[src/logic/vmk_map.vh]
`ifndef VMK_MAP_VH
`define VMK_MAP_VH

// ****************************************
// timing
// ****************************************
`define VMK_CLK_KHZ      25000
`define VMK_DEBOUNCE_MS  20
`define VMK_SETTLE_MS    100
`define VMK_HOLD_MS      3000
`define VMK_IDLE_MS      60000
`define VMK_SLOW_MS      2000
`define VMK_MED_MS       1000
`define VMK_FAST_MS      200
`define VMK_TXRX_MS      100

// ****************************************
// register offsets
// ****************************************
`define VMK_OFS_CFG      8'h00
`define VMK_OFS_STAT     8'h04
`define VMK_OFS_LEARN    8'h08
`define VMK_OFS_CODE     8'h0C
`define VMK_OFS_ADDR     8'h10
`define VMK_OFS_NAME     8'h14

// ****************************************
// fields and reset values
// ****************************************
`define VMK_CFG_VOL_LSB  5
`define VMK_CFG_RST      8'h80
`define VMK_VOL_DEF      3'h4
`define VMK_VOL_MAX      3'h5
`define VMK_MENU_LAST    3'h5
`define VMK_KIND_FLOOR   2'h0
`define VMK_KIND_BGM     2'h1
`define VMK_KIND_SPEC    2'h2
`define VMK_CODE_LIM12   6'h26
`define VMK_BGM_BUILTIN  10'h003
`define VMK_SPEC_LIM     10'h3E8
`define VMK_FLOOR_STRIDE 16'h0260

// ****************************************
// prompt numbers (special voice space)
// ****************************************
`define VMK_PR_UPDATE    10'h001
`define VMK_PR_OPER      10'h00A
`define VMK_PR_CONF      10'h00B
`define VMK_PR_M_VOICE   10'h00C
`define VMK_PR_M_BGM     10'h00F
`define VMK_PR_M_CHIME   10'h015
`define VMK_PR_M_DOOR    10'h018
`define VMK_PR_M_SLIDE   10'h01B
`define VMK_PR_M_VOL     10'h021

`endif

[src/logic/vmk_key_filter.v]
`timescale 1ns/1ns
`default_nettype none
`include "vmk_map.vh"

module vmk_key_filter #(
    parameter DEB_MS = `VMK_DEBOUNCE_MS
) (
    input  wire clk_in,
    input  wire rst_n_in,
    input  wire tick_in,
    input  wire key_n_in,
    output reg  press_out
);

    localparam [31:0] DEB_L = DEB_MS;

    reg        sync1_r;
    reg        sync2_r;
    reg [15:0] stab_r;

    // ****************************************
    // two-stage synchroniser and debounce
    // ****************************************
    always @(posedge clk_in or negedge rst_n_in) begin
        if (!rst_n_in) begin
            sync1_r   <= 1'b1;
            sync2_r   <= 1'b1;
            stab_r    <= 16'h0000;
            press_out <= 1'b0;
        end else begin
            sync1_r <= key_n_in;
            sync2_r <= sync1_r;
            if (~sync2_r == press_out) begin
                stab_r <= 16'h0000;
            end else if (stab_r == DEB_L[15:0]) begin
                press_out <= ~sync2_r;
                stab_r    <= 16'h0000;
            end else if (tick_in) begin
                stab_r <= stab_r + 16'h0001;
            end
        end
    end

endmodule

`default_nettype wire

[src/logic/vmk_top.v]
`timescale 1ns/1ns
`default_nettype none
`include "vmk_map.vh"

module vmk_top #(
    parameter MS_CYC    = `VMK_CLK_KHZ,
    parameter DEB_MS    = `VMK_DEBOUNCE_MS,
    parameter SETTLE_MS = `VMK_SETTLE_MS,
    parameter HOLD_MS   = `VMK_HOLD_MS,
    parameter IDLE_MS   = `VMK_IDLE_MS
) (
    input  wire        REF_CLK_IN,
    input  wire        RST_N_IN,
    input  wire        KEY_MENU_N_IN,
    input  wire        KEY_SET_N_IN,
    input  wire        REPROG_IN,
    input  wire        PLAY_ACTIVE_IN,
    input  wire        CMD_ACTIVE_IN,
    input  wire [7:0]  REG_ADDR_IN,
    input  wire [31:0] REG_WDATA_IN,
    input  wire        REG_WR_IN,
    input  wire        REG_RD_IN,
    output reg  [31:0] REG_RDATA_OUT,
    output reg  [9:0]  PROMPT_OUT,
    output reg         PROMPT_STB_OUT,
    output reg         LEARN_REQ_OUT,
    output reg         PROG_RESET_OUT,
    output reg         LED_RUN_OUT,
    output reg         LED_BUSY_OUT,
    output reg         LED_TXRX_OUT
);

    localparam [6:0] ST_BOOT  = 7'h01;
    localparam [6:0] ST_LWAIT = 7'h02;
    localparam [6:0] ST_STUCK = 7'h04;
    localparam [6:0] ST_LEARN = 7'h08;
    localparam [6:0] ST_OPER  = 7'h10;
    localparam [6:0] ST_CONF  = 7'h20;
    localparam [6:0] ST_FAIL  = 7'h40;

    localparam [31:0] MS_LAST  = MS_CYC - 1;
    localparam [31:0] SETTLE_L = SETTLE_MS;
    localparam [31:0] HOLD_L   = HOLD_MS;
    localparam [31:0] IDLE_L   = IDLE_MS;
    localparam [31:0] SLOW_L   = `VMK_SLOW_MS;
    localparam [31:0] MED_L    = `VMK_MED_MS;
    localparam [31:0] FAST_L   = `VMK_FAST_MS;
    localparam [31:0] TXRX_L   = `VMK_TXRX_MS;

    reg        rst_s1_r;
    reg        rst_n_r;
    reg [2:0]  pin_s1_r;
    reg [2:0]  pin_s2_r;
    reg [15:0] ms_cnt_r;
    reg        ms_tick_r;
    wire [1:0] key_n;
    wire [1:0] key_dn;
    reg  [1:0] key_q_r;

    reg [6:0]  st_r;
    reg [6:0]  st_nxt;
    reg [2:0]  menu_r;
    reg [2:0]  menu_nxt;
    reg [7:0]  cfg_r;
    reg [7:0]  cfg_nxt;
    reg        cin_r;
    reg        cin_nxt;
    reg        pv_r;
    reg        pv_nxt;
    reg        stb_nxt;
    reg [9:0]  prm_nxt;
    reg [15:0] settle_r;
    reg [15:0] hold_r;
    reg [15:0] idle_r;
    reg [15:0] blink_r;
    reg [15:0] txrx_r;
    reg        txrx_ph_r;
    reg [28:0] code_r;
    reg [15:0] period;
    reg [15:0] faddr;
    reg        fvalid;
    reg [2:0]  vol_inc;

    wire       play_s  = pin_s2_r[0];
    wire       cmd_s   = pin_s2_r[1];
    wire       reprog_s = pin_s2_r[2];
    wire       m_rel   = key_q_r[0] & ~key_dn[0];
    wire       s_rel   = key_q_r[1] & ~key_dn[1];
    wire       m_long  = (hold_r == HOLD_L[15:0]);
    wire       any_dn  = |key_dn;
    wire       settled = (settle_r == SETTLE_L[15:0]);
    wire       idle_to = (idle_r == IDLE_L[15:0]);
    wire       wr_cfg  = REG_WR_IN && (REG_ADDR_IN == `VMK_OFS_CFG);
    wire       wr_lrn  = REG_WR_IN && (REG_ADDR_IN == `VMK_OFS_LEARN);
    wire       wr_code = REG_WR_IN && (REG_ADDR_IN == `VMK_OFS_CODE);
    wire [2:0] vol     = cfg_r[7:5];
    wire [5:0] c1      = code_r[5:0];
    wire [5:0] c2      = code_r[11:6];
    wire [3:0] c3      = code_r[15:12];
    wire       lang_e  = code_r[16];
    wire [1:0] kind    = code_r[18:17];
    wire [9:0] num     = code_r[28:19];

    // ****************************************
    // helpers
    // ****************************************
    function [9:0] menu_pr;
        input [2:0] m;
        begin
            case (m)
                3'h0:    menu_pr = `VMK_PR_M_VOICE;
                3'h1:    menu_pr = `VMK_PR_M_BGM;
                3'h2:    menu_pr = `VMK_PR_M_CHIME;
                3'h3:    menu_pr = `VMK_PR_M_DOOR;
                3'h4:    menu_pr = `VMK_PR_M_SLIDE;
                default: menu_pr = `VMK_PR_M_VOL;
            endcase
        end
    endfunction

    // display code to file-name character; space shows as hash
    function [7:0] code_ch;
        input [5:0] c;
        input       third;
        begin
            if (c == 6'h00)
                code_ch = 8'h23;
            else if (third)
                code_ch = (c < 6'h10) ? (8'h40 + {2'h0, c}) : 8'h3F;
            else if (c == 6'h01)
                code_ch = 8'h2D;
            else if (c < 6'h0C)
                code_ch = 8'h2E + {2'h0, c};
            else if (c < `VMK_CODE_LIM12)
                code_ch = 8'h35 + {2'h0, c};
            else
                code_ch = 8'h3F;
        end
    endfunction

    // ****************************************
    // reset release, pin sync, ms tick
    // ****************************************
    always @(posedge REF_CLK_IN or negedge RST_N_IN) begin
        if (!RST_N_IN) begin
            rst_s1_r <= 1'b0;
            rst_n_r  <= 1'b0;
        end else begin
            rst_s1_r <= 1'b1;
            rst_n_r  <= rst_s1_r;
        end
    end

    always @(posedge REF_CLK_IN or negedge rst_n_r) begin
        if (!rst_n_r) begin
            pin_s1_r  <= 3'h0;
            pin_s2_r  <= 3'h0;
            ms_cnt_r  <= 16'h0000;
            ms_tick_r <= 1'b0;
        end else begin
            pin_s1_r  <= {REPROG_IN, CMD_ACTIVE_IN, PLAY_ACTIVE_IN};
            pin_s2_r  <= pin_s1_r;
            ms_tick_r <= (ms_cnt_r == MS_LAST[15:0]);
            if (ms_cnt_r == MS_LAST[15:0])
                ms_cnt_r <= 16'h0000;
            else
                ms_cnt_r <= ms_cnt_r + 16'h0001;
        end
    end

    assign key_n = {KEY_SET_N_IN, KEY_MENU_N_IN};

    genvar gi;
    generate
        for (gi = 0; gi < 2; gi = gi + 1) begin : g_key
            vmk_key_filter #(
                .DEB_MS    (DEB_MS)
            ) u_flt (
                .clk_in    (REF_CLK_IN),
                .rst_n_in  (rst_n_r),
                .tick_in   (ms_tick_r),
                .key_n_in  (key_n[gi]),
                .press_out (key_dn[gi])
            );
        end
    endgenerate

    // ****************************************
    // mode and menu sequencing
    // ****************************************
    always @* begin
        st_nxt   = st_r;
        menu_nxt = menu_r;
        cfg_nxt  = cfg_r;
        cin_nxt  = cin_r;
        pv_nxt   = 1'b0;
        stb_nxt  = 1'b0;
        prm_nxt  = PROMPT_OUT;
        vol_inc  = (vol >= `VMK_VOL_MAX) ? 3'h1 : vol + 3'h1;
        // out-of-range volume writes keep the old level
        if (wr_cfg) begin
            cfg_nxt[4:0] = REG_WDATA_IN[4:0];
            if (REG_WDATA_IN[7:5] != 3'h0 && REG_WDATA_IN[7:5] <= `VMK_VOL_MAX)
                cfg_nxt[7:5] = REG_WDATA_IN[7:5];
        end
        if (pv_r) begin
            stb_nxt = 1'b1;
            prm_nxt = `VMK_PR_OPER;
        end
        case (st_r)
            ST_BOOT: begin
                if (settled) begin
                    if (&key_dn) begin
                        st_nxt = ST_LWAIT;
                    end else if (reprog_s) begin
                        st_nxt = ST_LEARN;
                    end else if (any_dn) begin
                        st_nxt = ST_STUCK;
                    end else begin
                        st_nxt  = ST_OPER;
                        stb_nxt = 1'b1;
                        prm_nxt = `VMK_PR_OPER;
                    end
                end
            end
            ST_LWAIT: begin
                if (!any_dn)
                    st_nxt = ST_LEARN;
            end
            ST_STUCK: begin
                if (!any_dn) begin
                    st_nxt  = ST_OPER;
                    stb_nxt = 1'b1;
                    prm_nxt = `VMK_PR_OPER;
                end
            end
            ST_LEARN: begin
                if (wr_lrn && REG_WDATA_IN[1]) begin
                    st_nxt = ST_FAIL;
                end else if (wr_lrn && REG_WDATA_IN[0]) begin
                    st_nxt  = ST_OPER;
                    stb_nxt = 1'b1;
                    prm_nxt = `VMK_PR_UPDATE;
                    pv_nxt  = 1'b1;
                end
            end
            ST_OPER: begin
                if (key_dn[0] && m_long) begin
                    st_nxt   = ST_CONF;
                    cin_nxt  = 1'b1;
                    menu_nxt = 3'h0;
                    stb_nxt  = 1'b1;
                    prm_nxt  = `VMK_PR_CONF;
                end
            end
            ST_CONF: begin
                if (idle_to) begin
                    st_nxt  = ST_OPER;
                    stb_nxt = 1'b1;
                    prm_nxt = `VMK_PR_OPER;
                end else if (m_rel) begin
                    // the hold that entered this mode must not count on release
                    if (cin_r) begin
                        cin_nxt = 1'b0;
                    end else if (m_long) begin
                        st_nxt  = ST_OPER;
                        stb_nxt = 1'b1;
                        prm_nxt = `VMK_PR_OPER;
                    end else begin
                        menu_nxt = (menu_r == `VMK_MENU_LAST) ? 3'h0 : menu_r + 3'h1;
                        stb_nxt  = 1'b1;
                        prm_nxt  = menu_pr(menu_nxt);
                    end
                end else if (s_rel) begin
                    stb_nxt = 1'b1;
                    if (menu_r == `VMK_MENU_LAST) begin
                        cfg_nxt[7:5] = vol_inc;
                        prm_nxt = `VMK_PR_M_VOL + {7'h00, vol_inc};
                    end else begin
                        cfg_nxt[menu_r] = ~cfg_r[menu_r];
                        prm_nxt = menu_pr(menu_r) + 10'h001 + {9'h000, ~cfg_r[menu_r]};
                    end
                end
            end
            ST_FAIL: begin
                st_nxt = ST_FAIL;
            end
            default: begin
                st_nxt = ST_BOOT;
            end
        endcase
    end

    // ****************************************
    // state, timers and lamps
    // ****************************************
    always @* begin
        case (st_r)
            ST_OPER:  period = SLOW_L[15:0];
            ST_CONF:  period = MED_L[15:0];
            default:  period = FAST_L[15:0];
        endcase
    end

    always @(posedge REF_CLK_IN or negedge rst_n_r) begin
        if (!rst_n_r) begin
            st_r           <= ST_BOOT;
            menu_r         <= 3'h0;
            cfg_r          <= `VMK_CFG_RST;
            cin_r          <= 1'b0;
            pv_r           <= 1'b0;
            key_q_r        <= 2'h0;
            settle_r       <= 16'h0000;
            hold_r         <= 16'h0000;
            idle_r         <= 16'h0000;
            blink_r        <= 16'h0000;
            txrx_r         <= 16'h0000;
            txrx_ph_r      <= 1'b0;
            PROMPT_OUT     <= 10'h000;
            PROMPT_STB_OUT <= 1'b0;
            LEARN_REQ_OUT  <= 1'b0;
            PROG_RESET_OUT <= 1'b0;
            LED_RUN_OUT    <= 1'b0;
            LED_BUSY_OUT   <= 1'b0;
            LED_TXRX_OUT   <= 1'b0;
        end else begin
            st_r           <= st_nxt;
            menu_r         <= menu_nxt;
            cfg_r          <= cfg_nxt;
            cin_r          <= cin_nxt;
            pv_r           <= pv_nxt;
            key_q_r        <= key_dn;
            PROMPT_OUT     <= prm_nxt;
            PROMPT_STB_OUT <= stb_nxt;
            LEARN_REQ_OUT  <= (st_nxt == ST_LEARN);
            PROG_RESET_OUT <= (st_nxt == ST_FAIL);
            if (st_r == ST_BOOT && ms_tick_r && !settled)
                settle_r <= settle_r + 16'h0001;
            // counter saturates so a long hold still reads as long at release
            if (!key_dn[0])
                hold_r <= 16'h0000;
            else if (ms_tick_r && !m_long)
                hold_r <= hold_r + 16'h0001;
            if (st_r != ST_CONF || any_dn)
                idle_r <= 16'h0000;
            else if (ms_tick_r && !idle_to)
                idle_r <= idle_r + 16'h0001;
            if (ms_tick_r)
                blink_r <= (blink_r >= period - 16'h0001) ? 16'h0000 : blink_r + 16'h0001;
            if (st_r == ST_FAIL)
                LED_RUN_OUT <= 1'b1;
            else if (st_r == ST_BOOT)
                LED_RUN_OUT <= 1'b0;
            else
                LED_RUN_OUT <= (blink_r < {1'b0, period[15:1]});
            LED_BUSY_OUT <= play_s;
            if (!cmd_s) begin
                txrx_r    <= 16'h0000;
                txrx_ph_r <= 1'b0;
            end else if (ms_tick_r) begin
                if (txrx_r == TXRX_L[15:0] - 16'h0001) begin
                    txrx_r    <= 16'h0000;
                    txrx_ph_r <= ~txrx_ph_r;
                end else begin
                    txrx_r <= txrx_r + 16'h0001;
                end
            end
            LED_TXRX_OUT <= cmd_s & txrx_ph_r;
        end
    end

    // ****************************************
    // file address from display code
    // ****************************************
    always @* begin
        faddr  = 16'h0000;
        fvalid = 1'b0;
        case (kind)
            `VMK_KIND_FLOOR: begin
                faddr  = ({10'h000, c1} * `VMK_FLOOR_STRIDE) + {6'h00, c2, 4'h0}
                         + {12'h000, c3};
                fvalid = (c1 < `VMK_CODE_LIM12) && (c2 < `VMK_CODE_LIM12);
            end
            `VMK_KIND_BGM: begin
                faddr  = {6'h00, num};
                fvalid = (num < `VMK_BGM_BUILTIN);
            end
            `VMK_KIND_SPEC: begin
                faddr  = {6'h00, num};
                fvalid = (num < `VMK_SPEC_LIM);
            end
            default: begin
                faddr  = 16'h0000;
                fvalid = 1'b0;
            end
        endcase
    end

    // ****************************************
    // register port
    // ****************************************
    always @(posedge REF_CLK_IN or negedge rst_n_r) begin
        if (!rst_n_r) begin
            code_r        <= 29'h0000_0000;
            REG_RDATA_OUT <= 32'h0000_0000;
        end else begin
            if (wr_code)
                code_r <= REG_WDATA_IN[28:0];
            REG_RDATA_OUT <= 32'h0000_0000;
            if (REG_RD_IN) begin
                case (REG_ADDR_IN)
                    `VMK_OFS_CFG:   REG_RDATA_OUT <= {24'h00_0000, cfg_r};
                    `VMK_OFS_STAT:  REG_RDATA_OUT <= {20'h0_0000, play_s, menu_r, 1'b0, st_r};
                    `VMK_OFS_LEARN: REG_RDATA_OUT <= {31'h0000_0000, LEARN_REQ_OUT};
                    `VMK_OFS_CODE:  REG_RDATA_OUT <= {3'h0, code_r};
                    `VMK_OFS_ADDR:  REG_RDATA_OUT <= {15'h0000, fvalid, faddr};
                    `VMK_OFS_NAME:  REG_RDATA_OUT <= {(lang_e ? 8'h45 : 8'h43),
                                                      code_ch(c1, 1'b0), code_ch(c2, 1'b0),
                                                      code_ch({2'h0, c3}, 1'b1)};
                    default:        REG_RDATA_OUT <= 32'h0000_0000;
                endcase
            end
        end
    end

endmodule

`default_nettype wire

[config.mk]
export PLATFORM = sky130hd
export DESIGN_NAME = vmk_top
export DESIGN_NICKNAME = d
export VERILOG_FILES = /design/src/logic/vmk_key_filter.v /design/src/logic/vmk_top.v
export VERILOG_INCLUDE_DIRS = /design/src /design/src/logic
export SDC_FILE = /design/constraint.sdc
export NUM_CORES = 1
export LEC_CHECK = 0
export ABC_AREA = 1
export BUFFER_PORTS_ARGS = -buffer_cell sky130_fd_sc_hd__buf_2
export CAP_MARGIN = 30
export CORE_UTILIZATION = 45
export CTS_CLUSTER_DIAMETER = 200
export DETAILED_ROUTE_END_ITERATION = 8
export HOLD_SLACK_MARGIN = 0.1
export PLACE_DENSITY = 0.68
export SETUP_SLACK_MARGIN = 0.15
export SLEW_MARGIN = 20
export SYNTH_ARGS = -nofsm -noshare
export SYNTH_HDL_FRONTEND = slang
export SYNTH_SLANG_ARGS = --single-unit
[constraint.sdc]
create_clock -name REF_CLK_IN -period 8.4 [get_ports REF_CLK_IN]
set_clock_uncertainty 0.05 [all_clocks]
set_input_delay 1.68 -clock REF_CLK_IN [delete_from_list [all_inputs] [get_ports REF_CLK_IN]]
set_output_delay 1.68 -clock REF_CLK_IN [all_outputs]
set_load 0.01 [all_outputs]
==> flow_summary_export.csv <==
group,metric,value,unit
clock_network,cts_buffers,27,
timing,slew_viol_final,0,
timing,tightest_slew,0.8202,ns
place,gp_congestion,0.9579,
critical_path,r2r_slack,4.92,ns
critical_path,reg2reg_depth,17,
critical_path,cp_cell_sequence,"buf_2 > nor2_1 > nand3_1 > inv_1 > nand4_2 > inv_1 > nand2_2 > buf_12 > mux2_2",
logic_synthesis,ys.flop_type,"dfrtp_1",
global_routing,grt_pass1_wl,59.35,mm
logic_synthesis,ys_ff_latch,241,
worst_hold_path,hold_path.class,"reg -> reg",
die,dieHeight,180.8,um
place,io_buffers,91,
layout,final_common_cell,"nand2_1",
pwr,p_clk_frac,0.473,
layout,diodes,0,
pwr,p_leak,7.811,nW
layout,num-nets-final,2103,
clock_network,cts-hold-fix-buffers,0,
global_routing,grt.total_usage,0.2182,
layout,drive_gt1_frac,0.1047,
clock_network,clock_sinks,241,
layout,area_growth,12.61,%
critical_path,end_kind,"register",
job,maxCapViolCount,0,
logic_synthesis,synth_top_family_by_area,"simple AND/OR/NAND/NOR gates",
critical_path,critPathKind,"in -> reg",
pwr,switching_share,0.2328,
critical_path,cpMostUsedCell,"inv_1",
timing,relSlewSlack,0.4532,
route,route.vias.total,12940,
logic_synthesis,muxShareOfSynthArea,0.003913,
critical_path,cp_num_buf_inv,4,
critical_path,cp.required,8.76,ns
logic_synthesis,synthAdderAreaFrac,0.06157,
clock_network,clockBufferDepth,3,
die,dieWidth,180.8,um
run_status,status,"finished, final reports clean",
critical_path,cp.depth,9,
critical_path,crit_arrival,4.10,ns
logic_synthesis,synth-simple-area-share,0.2891,
clock_network,cts_tree,"built",
route,drtAntennaViolNets,0,
die,core-area,31470,um^2
global_routing,grt_pass1_vias,12210,
critical_path,critPathMaxFanout,38,
clock_network,htreeDepth,1,
clock_network,cts_root_buf,"clkbuf_16",
global_routing,antenna_found_initial,0,
route,wirelength,35.52,mm
route,drt_iter0_drc,1009,
logic_synthesis,synth-xor-area-share,0.02070,
clock_network,path_clk_slew,0.06,ns
critical_path,max_stage_delay,0.59,ns
route,drt_pre_antenna_iters,7,
worst_hold_path,hold_depth,0,
logic_synthesis,syn-cell-area,14390,um^2
route,wl_per_cell,14.76,um
clock_network,cts_resized,0,
global_routing,grt_max_degree,180,
route,via_per_inst,5.374,
logic_synthesis,ys_seq_area_frac,0.4197,
logic_synthesis,synth-edff-count,0,
global_routing,gr-total-overflow,0,
die,start_util,0.4572,
logic_synthesis,yosysUniqueCellTypes,61,
logic_synthesis,avgSynthCellArea,7.617,um^2
timing,rsz0062_at_grt,"false",
clock_network,cts_setup_buffers,0,
critical_path,critical-path-top-delay-family,"buffers and inverters",
route,drc,0,
critical_path,cp_slowest_cell,"inv_1",
timing,setup-violations-final,0,
pwr,p_per_area,157.5,nW/um^2
clock_network,clk_latency,0.53,ns
logic_synthesis,synth_compound_area_frac,0.1194,
pwr,ir_drop,0.0001356,V
critical_path,critPathLaunchType,"primary input",
timing,fin_crit_sh,0.4458,
logic_synthesis,synth_cells,1889,
layout,final_cell_mix,"nand2_1 (383), inv_1 (272), dfrtp_1 (234)",
timing,setup_tns,0,ns
timing,hold_viol_final,0,
die,row_count,65,
die,die_area,32690,um^2
pwr,p_int,1.958,mW
pwr,pwr-share-seq,0.469,
layout,post-route-util,0.5148,
die,top_level_ports,97,
logic_synthesis,ys_async_sr_fraction,1.000,
timing,fmax,0.2670,GHz
logic_synthesis,yosys_warnings,0,
timing,period_needed,3.745,ns
place,place_hpwl,26.15,mm
pwr,power_frac_comb,0.058,
pwr,switchingPower,594.0,uW
## routing by layer
metal  up-vias  global-route usage  part of all wire
li1       6456                   -                 -
met1      6091              0.2975              0.46
met2       330              0.3649              0.46
met3        59             0.02681             0.048
met4         0             0.06017             0.025
met5         -                   0                 0
## layout make-up
cell class	count	area, um^2
Clock inverter	11	137.6
Multi-Input combinational cell	1334	7133
Sequential cell	241	6042
Clock buffer	38	777.0
Inverter	285	1075
Tap cell	402	503.0
Timing Repair Buffer	96	535.5
Fill cell	3018	15270
## power groups by stage
stage	sequential, mW	combinational [mW]	clock [mW]
2_1_floorplan	1.22	0.0892	0
3_3_place_gp	1.22	0.144	0
3_5_place_dp	1.22	0.145	0
4_1_cts	1.20	0.146	1.24
5_1_grt	1.20	0.169	1.29
6_report	1.20	0.147	1.21
## cell usage after synthesis (13+ instances only)
cell      number  share of area
nand2_1      383           0.10
inv_1        272          0.071
dfrtp_1      235           0.41
nor2_1       193          0.050
nand3_1      136          0.047
o21ai_0      111          0.039
a21oi_1      110          0.038
ha_1          66          0.057
nor3_1        65          0.023
nand4_1       58          0.025
xor2_1        29          0.018
nor4_1        21         0.0091
a31oi_1       15         0.0065
clkbuf_1      15         0.0039
o21ai_1       15         0.0052
o22ai_1       13         0.0057
## sequential cells by signal, indices dropped and copies added, names as in the netlist, 7 cells and up
signal and flops:
st_r 7, PROMPT_OUT 10, txrx_r 16, code_r 29, ms_cnt_r 16, blink_r 16
REG_RDATA_OUT 30, idle_r 16, g_key.u_flt.stab_r 32, cfg_r 8, hold_r 16, settle_r 16
## worst reg2reg max path, stage by stage (launching register included)
cell	delay, ns
dfrtp_1	0.50
inv_1	0.22
ha_1	0.35
ha_1	0.25
inv_1	0.08
fa_1	0.50
inv_1	0.05
ha_1	0.35
nand2_1	0.09
nor2_1	0.08
nand2_1	0.06
nand3_1	0.11
nand2_1	0.07
nor2_1	0.20
nand2_1	0.08
nand2_1	0.06
nand3_1	0.08
a21oi_1	0.19
## per-stage QoR
| step | total power, mW | area (um^2) | cells | setup WS, ns | hold WS [ns] |
|---|---|---|---|---|---|
| after floorplan | 1.312 | 14400 | 1891 | 1.147 | 0.2812 |
| final | 2.552 | 16200 | 2407 | 4.655 | 0.2945 |
| after CTS | 2.584 | 16160 | 2405 | 4.368 | 0.3004 |
| after global placement | 1.362 | 15240 | 2355 | 3.842 | 0.2837 |
| after detailed placement | 1.364 | 15240 | 2356 | 3.837 | 0.2862 |
| after global routing | 2.660 | 16200 | 2407 | 4.461 | 0.3116 |
## worst paths after layout
path                                             end           start
max                                       code_r[15]  REG_ADDR_IN[7]
min                                      pin_s2_r[0]     pin_s1_r[0]
max reg2reg                        REG_RDATA_OUT[14]       code_r[2]
min reg2reg                              pin_s2_r[0]     pin_s1_r[0]
max in group asynchronous          REG_RDATA_OUT[12]         rst_n_r
min in group asynchronous  g_key[1].u_flt.stab_r[10]         rst_n_r
## cell families (layout without fill, tap and decap cells)
| group | after synthesis | count (layout) |
|---|---|---|
| muxes | 5 | 5 |
| and+or+nand+nor | 913 | 913 |
| DFF | 241 | 241 |
| adders and majority gates | 69 | 69 |
| AOI/OAI and AO/OA | 309 | 309 |
| other | 2 | 4 |
| xor gates and xnor gates | 34 | 34 |
| buffers and inverters | 316 | 430 |
(Power assumes the default switching activity.)
